===== src/spidr_consts.svh =====
// constants of the serial port interrupt and dma register block
`ifndef SPIDR_CONSTS_SVH
`define SPIDR_CONSTS_SVH
// register byte offsets
`define SPIDR_OFF_TXTHR  8'h18
`define SPIDR_OFF_RXTHR  8'h1c
`define SPIDR_OFF_MASK   8'h2c
`define SPIDR_OFF_MSTAT  8'h30
`define SPIDR_OFF_RAW    8'h34
`define SPIDR_OFF_CLRTXO 8'h38
`define SPIDR_OFF_CLRRXO 8'h3c
`define SPIDR_OFF_CLRRXU 8'h40
`define SPIDR_OFF_CLRMST 8'h44
`define SPIDR_OFF_CLRALL 8'h48
`define SPIDR_OFF_DMACTL 8'h4c
`define SPIDR_OFF_TXDL   8'h50
`define SPIDR_OFF_RXDL   8'h54
`define SPIDR_OFF_IDENT  8'h58
`define SPIDR_OFF_VERS   8'h5c
`define SPIDR_OFF_DRLO   8'h60
`define SPIDR_OFF_DRHI   8'h9c
`define SPIDR_OFF_SPAREA 8'hf4
`define SPIDR_OFF_SPAREB 8'hf8
// interrupt bit positions
`define SPIDR_B_TXE 0
`define SPIDR_B_TXO 1
`define SPIDR_B_RXU 2
`define SPIDR_B_RXO 3
`define SPIDR_B_RXF 4
`define SPIDR_B_MST 5
// dma control bit positions
`define SPIDR_B_RDMA 0
`define SPIDR_B_TDMA 1
// reset values and fifo depth
`define SPIDR_MASK_RST 6'h3f
`define SPIDR_LVL_RST  3'h0
`define SPIDR_DMA_RST  2'h0
`define SPIDR_DEPTH    4'h8
`endif


===== src/spidr_pkg.sv =====
// types of the serial port interrupt and dma register block
`default_nettype none
package spidr_pkg;
  typedef logic [15:0] spidr_word_t;
  typedef logic [3:0]  spidr_lvl_t;
  typedef logic [2:0]  spidr_thr_t;
  typedef logic [5:0]  spidr_irq_t;
  // fifo state
  typedef struct packed {
    logic [7:0][15:0] mem;
    logic [2:0]       wPtr;
    logic [2:0]       rPtr;
    spidr_lvl_t       cnt;
  } spidr_fifo_st_t;
  // interrupt state: sticky {mst, rxo, rxu, txo}
  typedef struct packed {
    logic [3:0] sticky;
    spidr_irq_t mask;
  } spidr_irq_st_t;
  // register block state
  typedef struct packed {
    spidr_thr_t  txThr;
    spidr_thr_t  rxThr;
    spidr_thr_t  txDl;
    spidr_thr_t  rxDl;
    logic [1:0]  dmaCtl;
    logic [31:0] rdata;
    logic        err;
  } spidr_top_st_t;
endpackage
`default_nettype wire


===== src/spidr_irq_if.sv =====
// carrier between the register block and its interrupt unit
`default_nettype none
interface spidr_irq_if;
  import spidr_pkg::*;
  logic [3:0] setEvt;
  logic [3:0] clrEvt;
  logic       maskWr;
  spidr_irq_t maskWdata;
  logic       txEmpty;
  logic       rxFull;
  spidr_irq_t raw;
  spidr_irq_t masked;
  spidr_irq_t mask;
  modport regs(output setEvt, clrEvt, maskWr, maskWdata, txEmpty, rxFull, input raw, masked, mask);
  modport irq(input setEvt, clrEvt, maskWr, maskWdata, txEmpty, rxFull, output raw, masked, mask);
endinterface
`default_nettype wire


===== src/spidr_fifo.sv =====
// eight-entry sixteen-bit flip-flop fifo
`default_nettype none
`include "spidr_consts.svh"
module spidr_fifo (
  // clock and reset
  input  wire logic              ref_clk,
  input  wire logic              rstn,
  // fill side
  input  wire logic              pushValid,
  input  wire spidr_pkg::spidr_word_t pushData,
  output logic                   pushReady,
  // drain side
  output logic                   popValid,
  input  wire logic              popReady,
  output spidr_pkg::spidr_word_t popData,
  output spidr_pkg::spidr_lvl_t  level
);
  import spidr_pkg::*;
  spidr_fifo_st_t st_r;
  spidr_fifo_st_t st_nxt;
  logic           doPush;
  logic           doPop;

  ////////////////////////////////////////////////////////////////
  // handshake and data come straight from the stored entries
  assign pushReady = (st_r.cnt != `SPIDR_DEPTH);
  assign popValid  = (st_r.cnt != 4'h0);
  assign popData   = st_r.mem[st_r.rPtr];
  assign level     = st_r.cnt;
  assign doPush    = pushValid && pushReady;
  assign doPop     = popReady && popValid;

  // next state: write at head pointer, read at tail pointer
  always_comb begin
    st_nxt = st_r;
    if (doPush) begin
      st_nxt.mem[st_r.wPtr] = pushData;
      st_nxt.wPtr = st_r.wPtr + 3'h1;
    end
    if (doPop) begin
      st_nxt.rPtr = st_r.rPtr + 3'h1;
    end
    st_nxt.cnt = st_r.cnt + {3'h0, doPush} - {3'h0, doPop};
  end

  // state register
  always_ff @(posedge ref_clk or negedge rstn) begin
    if (!rstn) begin
      st_r <= '0;
    end else begin
      st_r <= st_nxt;
    end
  end
endmodule
`default_nettype wire


===== src/spidr_irq.sv =====
// sticky interrupt flags, mask and masked status
`default_nettype none
`include "spidr_consts.svh"
module spidr_irq (
  // clock and reset
  input  wire logic ref_clk,
  input  wire logic rstn,
  // register side
  spidr_irq_if.irq  bus
);
  import spidr_pkg::*;
  spidr_irq_st_t st_r;
  spidr_irq_st_t st_nxt;

  ////////////////////////////////////////////////////////////////
  // raw word: level sources plus sticky events
  assign bus.raw    = {st_r.sticky[3], bus.rxFull, st_r.sticky[2], st_r.sticky[1], st_r.sticky[0], bus.txEmpty};
  assign bus.masked = bus.raw & st_r.mask;
  assign bus.mask   = st_r.mask;

  // a set in the clearing cycle survives the clear
  always_comb begin
    st_nxt = st_r;
    st_nxt.sticky = (st_r.sticky & ~bus.clrEvt) | bus.setEvt;
    if (bus.maskWr) begin
      st_nxt.mask = bus.maskWdata;
    end
  end

  // state register, mask leaves reset unmasked
  always_ff @(posedge ref_clk or negedge rstn) begin
    if (!rstn) begin
      st_r.sticky <= 4'h0;
      st_r.mask   <= `SPIDR_MASK_RST;
    end else begin
      st_r <= st_nxt;
    end
  end
endmodule
`default_nettype wire


===== src/spidr_regs.sv =====
// register block of a serial port: interrupts, dma requests, fifo data port
// How it works
// - raw status at 0x34 shows six interrupt conditions regardless of mask.
// - masked status bit 0 shows the unmasked transmit-empty interrupt, reset 1.
// - reading 0x38 clears transmit overflow; only bit 0 is nonzero.
// - reading 0x3c clears receive overflow only.
// - reading 0x40 clears receive underflow only.
// - reading 0x44 clears multi-master contention only.
// - dma control bit 1 enables transmit dma requests, reset 0.
// - dma control bit 0 enables receive dma requests, reset 0.
// - words 0x60 to 0x9c are the data port: read pops, write pushes.
// - offset 0x5c returns a fixed component version word.
// - offsets 0xf4 and 0xf8 are spare, read zero, do nothing.
// - mask bits: 1 unmasked, 0 masked, all reset to 1.
// - transmit empty is active while transmit level is at or below threshold.
`default_nettype none
`include "spidr_consts.svh"
module spidr_regs #(
  parameter logic [31:0] IDENT_VALUE   = 32'h0000_5a01, // arbitrary value
  parameter logic [31:0] VERSION_VALUE = 32'h0000_0100  // arbitrary value
) (
  // clock and reset
  input  wire logic        ref_clk,
  input  wire logic        rstn,
  // apb slave
  input  wire logic        psel,
  input  wire logic        penable,
  input  wire logic        pwrite,
  input  wire logic [7:0]  paddr,
  input  wire logic [31:0] pwdata,
  output logic [31:0]      prdata,
  output logic             pready,
  output logic             pslverr,
  // interrupt and dma requests
  output logic             irq,
  output logic             txDmaReq,
  output logic             rxDmaReq,
  // transmit words to the shift engine
  output logic             txValid,
  input  wire logic        txReady,
  output spidr_pkg::spidr_word_t txData,
  // receive words from the shift engine
  input  wire logic        rxValid,
  input  wire spidr_pkg::spidr_word_t rxData,
  output logic             rxReady,
  // contention event from the shift engine
  input  wire logic        contentionPulse
);
  import spidr_pkg::*;
  spidr_top_st_t st_r;
  spidr_top_st_t st_nxt;
  spidr_irq_if   ib ();
  spidr_lvl_t    txLevel;
  spidr_lvl_t    rxLevel;
  spidr_word_t   rxHead;
  logic          txPushReady;
  logic          rxPopValid;
  logic          setup;
  logic          acc;
  logic          rdAcc;
  logic          wrAcc;
  logic          isData;
  logic          known;
  logic          txPush;
  logic          rxPop;

  ////////////////////////////////////////////////////////////////
  // apb phases; every access completes without wait states
  assign pready  = 1'b1;
  assign setup   = psel && !penable;
  assign acc     = psel && penable;
  assign rdAcc   = acc && !pwrite;
  assign wrAcc   = acc && pwrite;
  // a misaligned data port address is refused, so it neither pushes nor pops
  assign isData  = (paddr >= `SPIDR_OFF_DRLO) && (paddr <= `SPIDR_OFF_DRHI) && (paddr[1:0] == 2'h0);
  assign prdata  = st_r.rdata;
  assign pslverr = acc && st_r.err;

  // data port strobes; a pop of an empty fifo is an underflow
  assign txPush = wrAcc && isData;
  assign rxPop  = rdAcc && isData;

  ////////////////////////////////////////////////////////////////
  // transmit fifo, filled by software, drained by the shift engine
  spidr_fifo u_txfifo (
    .ref_clk   (ref_clk),
    .rstn      (rstn),
    .pushValid (txPush),
    .pushData  (pwdata[15:0]),
    .pushReady (txPushReady),
    .popValid  (txValid),
    .popReady  (txReady),
    .popData   (txData),
    .level     (txLevel)
  );

  // receive fifo, filled by the shift engine, drained by software
  spidr_fifo u_rxfifo (
    .ref_clk   (ref_clk),
    .rstn      (rstn),
    .pushValid (rxValid),
    .pushData  (rxData),
    .pushReady (rxReady),
    .popValid  (rxPopValid),
    .popReady  (rxPop),
    .popData   (rxHead),
    .level     (rxLevel)
  );

  ////////////////////////////////////////////////////////////////
  // interrupt unit
  spidr_irq u_irq (
    .ref_clk (ref_clk),
    .rstn    (rstn),
    .bus     (ib.irq)
  );

  // level sources of the raw word
  assign ib.txEmpty = ({1'b0, st_r.txThr} >= txLevel);
  assign ib.rxFull  = (rxLevel > {1'b0, st_r.rxThr});

  // sticky events {mst, rxo, rxu, txo}
  assign ib.setEvt = {contentionPulse, rxValid && !rxReady, rxPop && !rxPopValid, txPush && !txPushReady};

  // read clears; the raw word itself ignores writes
  always_comb begin
    ib.clrEvt = 4'h0;
    if (rdAcc) begin
      unique case (paddr)
        `SPIDR_OFF_CLRTXO: ib.clrEvt = 4'b0001;
        `SPIDR_OFF_CLRRXU: ib.clrEvt = 4'b0010;
        `SPIDR_OFF_CLRRXO: ib.clrEvt = 4'b0100;
        `SPIDR_OFF_CLRMST: ib.clrEvt = 4'b1000;
        `SPIDR_OFF_CLRALL: ib.clrEvt = 4'b1111;
        default:           ib.clrEvt = 4'h0;
      endcase
    end
  end

  // mask register write
  assign ib.maskWr    = wrAcc && paddr == `SPIDR_OFF_MASK;
  assign ib.maskWdata = pwdata[5:0];

  // interrupt output
  assign irq = |ib.masked;

  // dma requests
  assign txDmaReq = st_r.dmaCtl[`SPIDR_B_TDMA] && ({1'b0, st_r.txDl} >= txLevel);
  assign rxDmaReq = st_r.dmaCtl[`SPIDR_B_RDMA] && (rxLevel > {1'b0, st_r.rxDl});

  ////////////////////////////////////////////////////////////////
  // address decode: is the offset mapped
  always_comb begin
    known = 1'b1;
    unique case (paddr)
      `SPIDR_OFF_TXTHR, `SPIDR_OFF_RXTHR, `SPIDR_OFF_MASK, `SPIDR_OFF_MSTAT,
      `SPIDR_OFF_RAW, `SPIDR_OFF_CLRTXO, `SPIDR_OFF_CLRRXO, `SPIDR_OFF_CLRRXU,
      `SPIDR_OFF_CLRMST, `SPIDR_OFF_CLRALL, `SPIDR_OFF_DMACTL, `SPIDR_OFF_TXDL,
      `SPIDR_OFF_RXDL, `SPIDR_OFF_IDENT, `SPIDR_OFF_VERS, `SPIDR_OFF_SPAREA,
      `SPIDR_OFF_SPAREB: known = 1'b1;
      default:           known = isData;
    endcase
  end

  // read data is captured in the setup cycle, writes land in the access cycle
  always_comb begin
    st_nxt = st_r;
    if (setup) begin
      st_nxt.err   = !known || paddr[1:0] != 2'h0;
      st_nxt.rdata = 32'h0;
      if (!pwrite) begin
        unique case (paddr)
          `SPIDR_OFF_TXTHR:  st_nxt.rdata = {29'h0, st_r.txThr};
          `SPIDR_OFF_RXTHR:  st_nxt.rdata = {29'h0, st_r.rxThr};
          `SPIDR_OFF_MASK:   st_nxt.rdata = {26'h0, ib.mask};
          `SPIDR_OFF_MSTAT:  st_nxt.rdata = {26'h0, ib.masked};
          `SPIDR_OFF_RAW:    st_nxt.rdata = {26'h0, ib.raw};
          `SPIDR_OFF_CLRTXO: st_nxt.rdata = {31'h0, ib.raw[`SPIDR_B_TXO]};
          `SPIDR_OFF_CLRRXO: st_nxt.rdata = {31'h0, ib.raw[`SPIDR_B_RXO]};
          `SPIDR_OFF_CLRRXU: st_nxt.rdata = {31'h0, ib.raw[`SPIDR_B_RXU]};
          `SPIDR_OFF_CLRMST: st_nxt.rdata = {31'h0, ib.raw[`SPIDR_B_MST]};
          `SPIDR_OFF_CLRALL: st_nxt.rdata = {31'h0, |{ib.raw[`SPIDR_B_MST], ib.raw[3:1]}};
          `SPIDR_OFF_DMACTL: st_nxt.rdata = {30'h0, st_r.dmaCtl};
          `SPIDR_OFF_TXDL:   st_nxt.rdata = {29'h0, st_r.txDl};
          `SPIDR_OFF_RXDL:   st_nxt.rdata = {29'h0, st_r.rxDl};
          `SPIDR_OFF_IDENT:  st_nxt.rdata = IDENT_VALUE;
          `SPIDR_OFF_VERS:   st_nxt.rdata = VERSION_VALUE;
          default:           st_nxt.rdata = (isData && rxPopValid) ? {16'h0, rxHead} : 32'h0;
        endcase
      end
    end
    if (wrAcc) begin
      unique case (paddr)
        `SPIDR_OFF_TXTHR:  st_nxt.txThr = pwdata[2:0];
        `SPIDR_OFF_RXTHR:  st_nxt.rxThr = pwdata[2:0];
        `SPIDR_OFF_DMACTL: st_nxt.dmaCtl = pwdata[1:0];
        `SPIDR_OFF_TXDL:   st_nxt.txDl = pwdata[2:0];
        `SPIDR_OFF_RXDL:   st_nxt.rxDl = pwdata[2:0];
        default:           st_nxt.txThr = st_r.txThr;
      endcase
    end
  end

  // state register
  always_ff @(posedge ref_clk or negedge rstn) begin
    if (!rstn) begin
      st_r.txThr  <= `SPIDR_LVL_RST;
      st_r.rxThr  <= `SPIDR_LVL_RST;
      st_r.txDl   <= `SPIDR_LVL_RST;
      st_r.rxDl   <= `SPIDR_LVL_RST;
      st_r.dmaCtl <= `SPIDR_DMA_RST;
      st_r.rdata  <= 32'h0;
      st_r.err    <= 1'b0;
    end else begin
      st_r <= st_nxt;
    end
  end
endmodule
`default_nettype wire


===== config.mk =====
export PLATFORM = sky130hd
export DESIGN_NAME = spidr_regs
export DESIGN_NICKNAME = d
export VERILOG_FILES = /design/src/spidr_pkg.sv /design/src/spidr_irq_if.sv /design/src/spidr_fifo.sv /design/src/spidr_irq.sv /design/src/spidr_regs.sv
export VERILOG_INCLUDE_DIRS = /design/src
export SDC_FILE = /design/constraint.sdc
export NUM_CORES = 1
export LEC_CHECK = 0
export BUFFER_PORTS_ARGS = -buffer_cell sky130_fd_sc_hd__buf_2
export CORE_ASPECT_RATIO = 1.2
export CORE_MARGIN = 2
export CORE_UTILIZATION = 40
export DETAILED_ROUTE_END_ITERATION = 8
export PLACE_DENSITY_LB_ADDON = 0.12
export SLEW_MARGIN = 10
export SYNTH_ARGS = -nofsm -noshare
export SYNTH_HDL_FRONTEND = slang
export SYNTH_HIERARCHICAL = 1
export SYNTH_SLANG_ARGS = --single-unit

===== constraint.sdc =====
create_clock -name ref_clk -period 3 [get_ports ref_clk]
set_input_delay 0 -clock ref_clk [delete_from_list [all_inputs] [get_ports ref_clk]]
set_output_delay 0 -clock ref_clk [all_outputs]
set_load 0.01 [all_outputs]

==> summary.txt, run 1 <==
Outcome
  • Outcome: completed

Setup path
  • Kind of critical path: register to register
  • Crit path required time: 3400 ps
  • Critical path depth: 10
  • R2r worst-path depth: 10
  • Max stage delay on crit path: 510 ps
  • CP arrival: 2970 ps
  • CP Launch Type: register
  • Critical Path, Cell by Cell: inv_1, ha_1, or3b_2, nand2_1, inv_1, ha_1, inv_1, ha_1, fa_1, xor2_1
  • CP endpoint kind: register
  • Worst path bufs/invs: 3
  • Slowest CP cell: or3b_2
  • Delay-heaviest family, CP: adder cells
  • CP Max Fanout: 5

Layout
  • Area grow syn2layout: 15.4%
  • Nets: 1282
  • Post-route design area: 18200 um^2
  • Finished Layout Cells: 1741
  • Final core utilization: 0.469
  • Fill cells: 3497
  • Layout cells sized above 1: 0.479

Routing
  • Total Routed Length: 36.2 mm
  • Vias: 9196
  • Post-DR vias/cell: 5.28
  • DR pass1 iterations: 5
  • WL per Instance: 20.8 um
  • Initial DRC count: 469
  • Residual DRC: 0
  • Final ANT Viol Nets: 0

Floorplan
  • Die X-Extent: 185 um
  • Initial Util: 0.406
  • Num ports: 119
  • Die area: 41000 um^2
  • Die height: 222 um
  • Core area: 38800 um^2
  • Row count: 79

CTS
  • Inserted Clock Buffers: 36
  • Reg clk slew, reported paths: 70 ps
  • Clk root buf: clkbuf_16
  • CTS H-tree depth: 2
  • CTS Sinks: 317
  • Worst skew pair latency: 520 ps
  • CTS tree: done
  • CTS resizes: 0
  • Clock Tree Buf Depth: 3

Global route
  • First-pass GRT wire length: 57.0 mm
  • Initial antenna violation count: 1
  • GRT Residual Overflow: 0
  • Tot GR Track Use: 0.181
  • Number of global-route vias before repair: 9528
  • Largest net degree at the start of global routing: 93

Placed design
  • Port bufs: 85
  • Placed Instances: 1638
  • Final Wtd Congestion: 0.895
  • Hpwl dp: 22.5 mm
  • Placed Area: 16600 um^2
  • DP Worst Slack: 221 ps

Job
  • Max cap viols: 0

Timing
  • Worst-Margin Slew: 1060 ps
  • Final hold violation count: 0
  • Hold WS: 38.1 ps
  • RSZ-0062 raised after global routing: no
  • Slew HR: 0.293
  • Setup TNS: 0 ps
  • Final setup violation count: 0
  • Fin worst setup slack: 435 ps
  • Period minus WS final: 2560 ps
  • Setup Skew: 20.8 ps
  • Period utilization: 0.855
  • Slew Limit Fails: 0
  • Maximum operating frequency: 390 MHz

Synthesis
  • Library cells used by synthesis: 75
  • #FFs+latches synth: 317
  • Share of the synthesized area in the top cell type: 0.493
  • Synth Warn #: 6
  • Synthesized cell area: 15800 um^2
  • Yosys top cell by area: dfrtp_1
  • Synth Instances: 1081
  • Synth cell count leaders: dfrtp_1 (311), mux2_2 (282), mux4_2 (64)
  • Number of synthesized flops with an enable pin: 0
  • Sequential share of the synthesized area: 0.503
  • Post-synth top flop: dfrtp_1
  • Post-Syn Area per Cell: 14.6 um^2
  • Async set or reset register ratio after synthesis: 1.00
  • Top-count cell post-synth: dfrtp_1
  • Synth area leaders: dfrtp_1 (49%), mux2_2 (20%), mux4_2 (9.1%)

Min path
  • Worst hold path class: input port to register
  • Hold path depth: 5

Pwr
  • Pwr dens: 793 nW/um^2
  • Maximum VDD drop: 0.423 mV
  • Leakage power: 8.34 nW
  • Total power: 14.4 mW
-- cells by family (layout without fill, tap and decap cells) --
group,Yosys count,after routing,share of synthesized area
mux,380,380,0.323
flops,317,317,0.503
buf+inv,132,250,0.0499
simple gates,130,130,0.0552
compound gates,77,77,0.0357
fa+ha+maj,30,30,0.0247
xor+xnor,13,13,0.00722
other cells,2,18,0.000476
-- worst min-delay path: stages --
cell	delay, ps
buf_2	180
nand3_1	90
o22ai_1	70
nand2_1	60
a221o_1	130
-- power by group --
group,leakage [nW],switching (mW),internal (mW)
clock network,0.608,1.76,2.81
registers,4.09,0.753,5.35
logic,3.64,1.52,2.26
-- placed cells by master, fill, tap and decap left out, types with 5 or more instances in the layout --
master	instances
dfrtp_1	309
mux2_2	282
buf_2	84
mux4_2	64
dlygate4sd3_1	38
clkbuf_16	37
inv_1	32
mux2_4	29
ha_1	28
buf_4	23
nand2_1	19
nor2_1	18
conb_1	17
a21oi_1	12
nand3_1	11
a21o_1	10
nor2b_1	9
a22oi_1	9
o21ai_0	9
xnor2_1	9
and2_1	8
a22o_1	8
clkbuf_8	8
clkbuf_1	8
nand3b_1	6
buf_12	6
dfstp_2	6
nor3_1	5
nand2b_1	5
a221o_1	5
mux2i_1	5
clkinv_2	5
-- state kept, by name (all words and copies together) (netlist names) --
signal and cells:
u_irq/bus.mask 6, u_rxfifo/st_r 134, u_txfifo/level 4, u_txfifo/st_r 134
u_irq/bus.raw 4, prdata 16, u_rxfifo/level 4, st_r 15
-- final timing paths --
check | from | endpoint | slack (ps)
setup reg to reg | u_rxfifo/level[2]$_DFF_PN0_ | u_rxfifo/level[2]$_DFF_PN0_ | 440
max in group asynchronous | rstn | u_irq/bus.mask[3]$_DFFE_PN1P_ | 2040
hold reg to reg | u_txfifo/st_r[119]$_DFFE_PN0P_ | u_txfifo/st_r[119]$_DFFE_PN0P_ | 500
setup / recovery | u_rxfifo/level[2]$_DFF_PN0_ | u_rxfifo/level[2]$_DFF_PN0_ | 440
hold / removal | paddr[7] | st_r[0]$_DFFE_PN0P_ | 40
min in group asynchronous | rstn | u_rxfifo/st_r[64]$_DFFE_PN0P_ | 100
-- metal layers --
| metal | vias to the layer above | GRT usage | wire (um) |
|---|---|---|---|
| met5 | - | 0 | 0 |
| li1 | 4153 | - | - |
| met3 | 57 | 0.0286 | 1480 |
| met2 | 179 | 0.276 | 16800 |
| met4 | 0 | 0.0535 | 833 |
| met1 | 4807 | 0.265 | 17200 |
-- cell type report --
type                    instances  area (um^2)  area share
clock buffers                  53         1070      0.0586
well taps                     526          658      0.0362
multi-input cells             647         7130       0.392
flip-flops and latches        317         7940       0.436
diodes                          1         2.50    0.000137
clock inverters                11          163     0.00894
repair buffers                152         1110      0.0609
inverters                      34          133     0.00729
-- timing repair --
| item | CTS | global route |
|---|---|---|
| hold endpoints to repair | 355 | 0 |
| setup buffers | 0 | 0 |
| hold buffers | 38 | 0 |
Power figures use the tool's default switching activity.
==> run 2: changes to the inputs <==
--- a/config.mk
+++ b/config.mk
@@ -6,6 +6,7 @@
 export SDC_FILE = /design/constraint.sdc
 export NUM_CORES = 1
 export LEC_CHECK = 0
+export ABC_AREA = 1
 export BUFFER_PORTS_ARGS = -buffer_cell sky130_fd_sc_hd__buf_2
 export CORE_ASPECT_RATIO = 1.2
 export CORE_MARGIN = 2
==> run 2 against run 1 <==
Net effect: combinational power is 100% higher; routed wire length grew 54%; register-to-register slack gained 40 ps; synthesized area is 22% higher; synthesized cell count rose by 140%; die area increased by 22%; final cell count rose by 87%; critical path depth grew 1; via count increased by 80%; power is 31% higher; worst hold slack worse by 11 ps; largest power group is now combinational logic.
==> summary.txt, run 2 <==
Synthesis
  • Post-synth top flop: dfrtp_1
  • Yosys top cell by area: dfrtp_1
  • Library cells used by synthesis: 38 (-49%)
  • Synth area leaders: dfrtp_1 (40%), nand2_1 (21%), nand4_1 (8.7%)
  • Top-count cell post-synth: nand2_1
  • Post-Syn Area per Cell: 7.38 um^2 (-49%)
  • Share of the synthesized area in the top cell type: 0.404 (-0.0893)
  • Synthesized cell area: 19300 um^2 (+22%)
  • Sequential share of the synthesized area: 0.412 (-0.0911)
  • Async set or reset register ratio after synthesis: 1.00 (unchanged)
  • Synth cell count leaders: nand2_1 (1070), inv_1 (328), dfrtp_1 (311)
  • #FFs+latches synth: 317 (unchanged)
  • Number of synthesized flops with an enable pin: 0 (unchanged)
  • Synth Instances: 2610 (+140%)
  • Synth Warn #: 6 (unchanged)

Setup path
  • Critical R2R Launch: u_rxfifo/st_r[4]$_DFFE_PN0P_
  • Kind of critical path: register to register
  • CP Max Fanout: 65 (+60)
  • CP Launch Type: register
  • CP arrival: 2990 ps (+20 ps)
  • CP endpoint kind: register
  • Crit path required time: 3460 ps (+60 ps)
  • CP startpoint: u_rxfifo/st_r[4]$_DFFE_PN0P_

Placed design
  • Hpwl dp: 33.8 mm (+50%)
  • Placed Instances: 3141 (+92%)
  • Final Wtd Congestion: 0.867 (-3.2%)
  • DP Worst Slack: 608 ps (+387 ps)
  • Port bufs: 85 (unchanged)
  • Placed Area: 19400 um^2 (+17%)

Pwr
  • Pwr dens: 891 nW/um^2 (+12%)
  • Clock power share: 0.277 (-0.039)
  • P_sw: 7.99 mW (+98%)
  • Reg power frac: 0.320 (-0.102)
  • Maximum VDD drop: 0.611 mV (+44%)
  • Internal: 10.9 mW (+4.6%)
  • Total power: 18.9 mW (+31%)
  • Comb power frac: 0.403 (+0.142)
  • Sw frac: 0.423 (+0.144)
  • Leakage power: 11.6 nW (+39%)

Layout
  • Antenna Cells: 0 (-1)
  • Area grow syn2layout: 10.0%
  • Post-route design area: 21200 um^2 (+16%)
  • Layout cells sized above 1: 0.108 (-0.371)
  • Footprint of the multi-input gates: 8580 um^2 (+20%)
  • Fill cells: 4982 (+42%)
  • Commonest non-fill, non-tap cell in the layout: nand2_1
  • Nets: 2688 (+110%)
  • Final core utilization: 0.444 (-0.0251)
  • Most frequent cells in the layout: nand2_1 (1070), inv_1 (327), dfrtp_1 (309)
  • Finished Layout Cells: 3253 (+87%)
  • FF+latch area: 7940 um^2 (unchanged)

Global route
  • Number of global-route vias before repair: 16105 (+69%)
  • GRT Residual Overflow: 0 (unchanged)
  • Largest net degree at the start of global routing: 140 (+51%)
  • Initial antenna violation count: 0 (-1)
  • First-pass GRT wire length: 90.0 mm (+58%)
  • Tot GR Track Use: 0.227 (+0.0460)

CTS
  • CTS Sinks: 317 (unchanged)
  • Reg clk slew, reported paths: 60 ps (about the same)
  • CTS H-tree depth: 2 (unchanged)
  • Inserted Clock Buffers: 39 (+8.3%)
  • Worst skew pair latency: 570 ps (+50 ps)
  • Setup Buffers After CTS: 0 (unchanged)
  • Clock Tree Buf Depth: 3 (unchanged)
  • Clk root buf: clkbuf_16
  • CTS resizes: 0 (unchanged)
  • CTS tree: done

Timing
  • Slew Limit Fails: 0 (unchanged)
  • RSZ-0062 raised after global routing: no
  • Worst-Margin Slew: 830 ps (-230 ps)
  • Period utilization: 0.843 (-0.0122)
  • Final setup violation count: 0 (unchanged)
  • Setup Skew: 27.2 ps (+6.42 ps)
  • Maximum operating frequency: 396 MHz (+1.4%)
  • Final hold violation count: 0 (unchanged)
  • Period minus WS final: 2530 ps (-36.5 ps)
  • Hold WS: 27.1 ps (-11.0 ps)
  • Slew HR: 0.446 (+0.153)
  • Setup TNS: 0 ps (unchanged)
  • Fin worst setup slack: 472 ps (+36.5 ps)

Routing
  • Final ANT Viol Nets: 0 (unchanged)
  • Post-DR vias/cell: 5.08 (-3.9%)
  • Vias: 16519 (+80%)
  • Initial DRC count: 1072 (+130%)
  • Total Routed Length: 55.7 mm (+54%)
  • DR pass1 iterations: 5 (unchanged)
  • WL per Instance: 17.1 um (-18%)
  • Residual DRC: 0 (unchanged)

Floorplan
  • Core area: 47800 um^2 (+23%)
  • Initial Util: 0.403 (-0.00300)
  • Row count: 88 (+11%)
  • Num ports: 119 (unchanged)
  • Die area: 49900 um^2 (+22%)
  • Die X-Extent: 204 um (+10%)
  • Die height: 244 um (+10%)

Min path
  • Worst hold path class: input port to register
  • Worst hold start: psel

Outcome
  • Outcome: completed

Job
  • Max cap viols: 0 (unchanged)
run 2: changes by cell type after synthesis, moves of 22 or more:
cell,previous run,this run
inv_1,32,328
mux4_2,64,0
nand4_1,4,269
nand2_2,0,22
clkbuf_1,20,52
buf_6,4,45
nand2_1,19,1070
buf_2,12,61
mux2_4,29,0
mux2_2,282,0
nand3_1,11,169
run 2: worst paths after layout:
kind                                                      end  slack (ps)  depth (start not counted)
worst max-delay path                    prdata[8]$_DFFE_PN0P_         470                         11
worst min-delay path               u_irq/bus.raw[2]$_DFF_PN0_          30                          5
worst max register to register          prdata[8]$_DFFE_PN0P_         470                         11
worst min register to register  u_rxfifo/st_r[38]$_DFFE_PN0P_         470                          2
max in group asynchronous        u_txfifo/st_r[4]$_DFFE_PN0P_        1990                          3
min in group asynchronous                st_r[40]$_DFFE_PN0P_          50                          2
run 2: critical path, cell delays in order (launching register included):
cell	delay, ps
dfrtp_2	360
buf_4	650
nand2_1	110
nand3_1	110
nand2_1	100
nand2_1	70
nand2_1	130
nand2_1	120
o21ai_1	80
nand3_1	70
dlygate4sd3_1	540
nand2_1	50
run 2: final cells by class:
cell class                 count  area share
sequential                   317       0.375
tap                          630      0.0372
multi-input combinational   1737       0.405
inverter                     349      0.0623
timing repair buffer         150      0.0540
clock inverter                16      0.0129
clock buffer                  54      0.0540
run 2: per-layer routing:
| layer | global-route usage | part of all wire | vias to the layer above |
|---|---|---|---|
| met1 | 0.298 | 0.44 | 7941 |
| met4 | 0.0752 | 0.024 | 0 |
| met3 | 0.0245 | 0.043 | 76 |
| met5 | 0 | 0 | - |
| met2 | 0.387 | 0.49 | 375 |
| li1 | - | - | 8127 |
run 2: logic make-up after synthesis:
kind of cell,after synthesis,synth area share
adders and majority gates,30,0.0203
buffers and inverters,571,0.146
AOI/OAI and AO/OA,53,0.0158
other,2,0.000390
xor gates and xnor gates,12,0.00546
and+or+nand+nor,1625,0.400
DFF,317,0.412
run 2: repair_timing:
action,CTS,global route
endpoints found under the setup margin,0,0
hold buffers,42,0
hold endpoints to repair,393,0
run 2: power groups by stage:
stage          clock network, mW  logic, mW  registers, mW
5_1_grt                     5.52       8.61           6.18
4_1_cts                     5.37       7.67           6.04
6_report                    5.23       7.60           6.05
2_1_floorplan                  0       5.76           5.86
3_5_place_dp                   0       7.60           6.11
3_3_place_gp                   0       7.48           6.08
==> run 3: changes to the inputs <==
==> constraint.sdc (replaced) <==
create_clock -name ref_clk -period 2.6 [get_ports ref_clk]
set_input_delay 0 -clock ref_clk [delete_from_list [all_inputs] [get_ports ref_clk]]
set_output_delay 0 -clock ref_clk [all_outputs]
set_load 0.01 [all_outputs]
==> run 3 against run 2 <==
Net effect: combinational power is 18% higher; via count about the same; first-iteration DRC count rose by 5.8%; clock-buffer cell count grew 4; core utilization fell by 0.12 points; worst setup slack got worse by 250 ps; worst hold slack worse by 15 ps; clock power increased by 2%; final cell count increased by 0.46%; critical path depth unchanged; routed wire length up 0.25%; cell area decreased by 0.26%; largest cell class unchanged.
==> summary.txt, run 3 (same netlist as run 2, synthesis figures left out) <==
Outcome
  • Outcome: completed

Timing
  • Fin worst setup slack: 225 ps (-247 ps)
  • Setup TNS: 0 ps (unchanged)
  • Period utilization: 0.913
  • Hold WS: 11.8 ps (-15.2 ps)
  • Worst-Margin Slew: 883 ps (+52.9 ps)
  • Final hold violation count: 0 (unchanged)
  • Setup Skew: 23.7 ps (-3.48 ps)
  • Slew Limit Fails: 0 (unchanged)
  • Maximum operating frequency: 421 MHz
  • Final setup violation count: 0 (unchanged)
  • RSZ-0062 raised after global routing: no
  • Period minus WS final: 2370 ps
  • Slew HR: 0.411 (-0.0352)

Global route
  • Largest net degree at the start of global routing: 140 (unchanged)
  • First-pass GRT wire length: 89.9 mm (-0.15%)
  • GRT Residual Overflow: 0 (unchanged)
  • Initial antenna violation count: 0 (unchanged)
  • Tot GR Track Use: 0.226 (-0.000309)
  • Number of global-route vias before repair: 16132 (+0.17%)

Setup path
  • RR Endpoint: prdata[8]$_DFFE_PN0P_
  • Critical R2R Launch: u_rxfifo/level[2]$_DFF_PN0_
  • R2r worst-path depth: 11 (unchanged)
  • Kind of critical path: register to primary output
  • CP Max Fanout: 4 (-94%)
  • CP endpoint kind: primary output
  • R2R Setup Slk: 260 ps (-210 ps)
  • CP Launch Type: register
  • CP arrival: 2370 ps (-620 ps)
  • Crit path required time: 2600 ps (-860 ps)

Routing
  • Post-DR vias/cell: 5.05 (-0.56%)
  • Vias: 16503 (-0.097%)
  • DR pass1 iterations: 5 (unchanged)
  • Total Routed Length: 55.9 mm (+0.25%)
  • Residual DRC: 0 (unchanged)
  • Initial DRC count: 1134 (+5.8%)
  • Final ANT Viol Nets: 0 (unchanged)
  • WL per Instance: 17.1 um (-0.21%)

Pwr
  • Internal: 12.0 mW (+10%)
  • Leakage power: 11.5 nW (-0.22%)
  • Clock power share: 0.251 (-0.026)
  • Total power: 21.1 mW (+12%)
  • Sw frac: 0.433 (+0.00965)
  • P_sw: 9.15 mW (+15%)
  • Maximum VDD drop: 0.617 mV (+1.0%)
  • Pwr dens: 1000 nW/um^2 (+12%)
  • Reg power frac: 0.326 (+0.006)
  • Comb power frac: 0.422 (+0.019)

Placed design
  • Final Wtd Congestion: 0.847 (-2.2%)
  • Placed Instances: 3158 (+0.54%)
  • Port bufs: 85 (unchanged)
  • Placed Area: 19500 um^2 (+0.72%)
  • Hpwl dp: 34.1 mm (+0.97%)
  • DP Worst Slack: 289 ps (-319 ps)

Floorplan
  • Die area: 49900 um^2 (unchanged)
  • Initial Util: 0.403 (unchanged)
  • Core area: 47800 um^2 (unchanged)
  • Die height: 244 um (unchanged)
  • Row count: 88 (unchanged)
  • Num ports: 119 (unchanged)
  • Die X-Extent: 204 um (unchanged)

Layout
  • Layout cells sized above 1: 0.110 (+0.00166)
  • Finished Layout Cells: 3268 (+0.46%)
  • Area grow syn2layout: 9.74%
  • Footprint of the multi-input gates: 8580 um^2 (unchanged)
  • Post-route design area: 21100 um^2 (-0.26%)
  • FF+latch area: 7940 um^2 (about the same)
  • Most frequent cells in the layout: nand2_1 (1070), inv_1 (327), dfrtp_1 (308)
  • Fill cells: 5044 (+1.2%)
  • Antenna Cells: 0 (unchanged)
  • Final core utilization: 0.442 (-0.00115)
  • Commonest non-fill, non-tap cell in the layout: nand2_1
  • Nets: 2705 (+0.63%)

Min path
  • Hold path depth: 5 (unchanged)
  • Worst hold start: psel
  • Worst hold path class: input port to register
  • WHS Endpoint: u_rxfifo/st_r[4]$_DFFE_PN0P_

CTS
  • Reg clk slew, reported paths: 60 ps (about the same)
  • CTS H-tree depth: 2 (unchanged)
  • Clock Tree Buf Depth: 3 (unchanged)
  • Setup Buffers After CTS: 0 (unchanged)
  • CTS Sinks: 317 (unchanged)
  • Inserted Clock Buffers: 39 (unchanged)
  • Clk root buf: clkbuf_16
  • CTS tree: done
  • Worst skew pair latency: 570 ps (about the same)

Job
  • Max cap viols: 0 (unchanged)
==> run 3: cell types whose count changed in the layout (fill, tap and decap cells not counted), moves of 2 or more <==
cell,change
clkbuf_8,-6
clkbuf_1,+10
buf_4,+16
bufinv_16,-5
clkinv_2,-2
==> run 3: how the worst max path moves through the flow <==
stage / endpoint / from
CTS: irq / u_txfifo/level[1]$_DFF_PN0_
detailed placement: u_txfifo/level[1]$_DFF_PN0_ / paddr[0]
finish: irq / u_rxfifo/level[1]$_DFF_PN0_
global placement: u_txfifo/level[1]$_DFF_PN0_ / paddr[0]
floorplan: u_txfifo/level[2]$_DFF_PN0_ / paddr[6]
global route: irq / st_r[44]$_DFFE_PN0P_
==> run 3: critical path: stages (launching register included) <==
cell	delay, ps
dfrtp_1	450
ha_1	320
inv_1	60
o21bai_1	60
a21oi_1	130
a31oi_1	60
or2_2	290
nand2_1	70
inv_1	40
inv_1	60
nand3_1	130
buf_2	180
==> run 3: timing repair <==
item | in CTS | in global routing
endpoints found under the hold margin | 469 | 0
resized for setup | 0 | 1
hold buffers | 42 | 0
setup endpoints to repair | 0 | 1
==> run 3: layout make-up <==
cell class                      count  area share
Multi-Input combinational cell   1737       0.406
Tap cell                          630      0.0373
Clock inverter                     10     0.00580
Clock buffer                       58      0.0520
Timing Repair Buffer              167      0.0607
Sequential cell                   317       0.376
Inverter                          349      0.0624
==> run 3: routing by layer <==
layer,track usage,part of all wire
met1,0.299,0.44
met2,0.383,0.49
met3,0.0235,0.043
met4,0.0812,0.030
met5,0,0
==> run 3: power by group through the flow <==
stage / Clock, mW / Sequential, mW / Combinational, mW
final: 5.31 / 6.90 / 8.93
after global routing: 5.66 / 7.06 / 10.1
after CTS: 5.47 / 6.89 / 9.02
after detailed placement: 0 / 6.97 / 8.94
after global placement: 0 / 6.93 / 8.82
after floorplan: 0 / 6.76 / 6.65
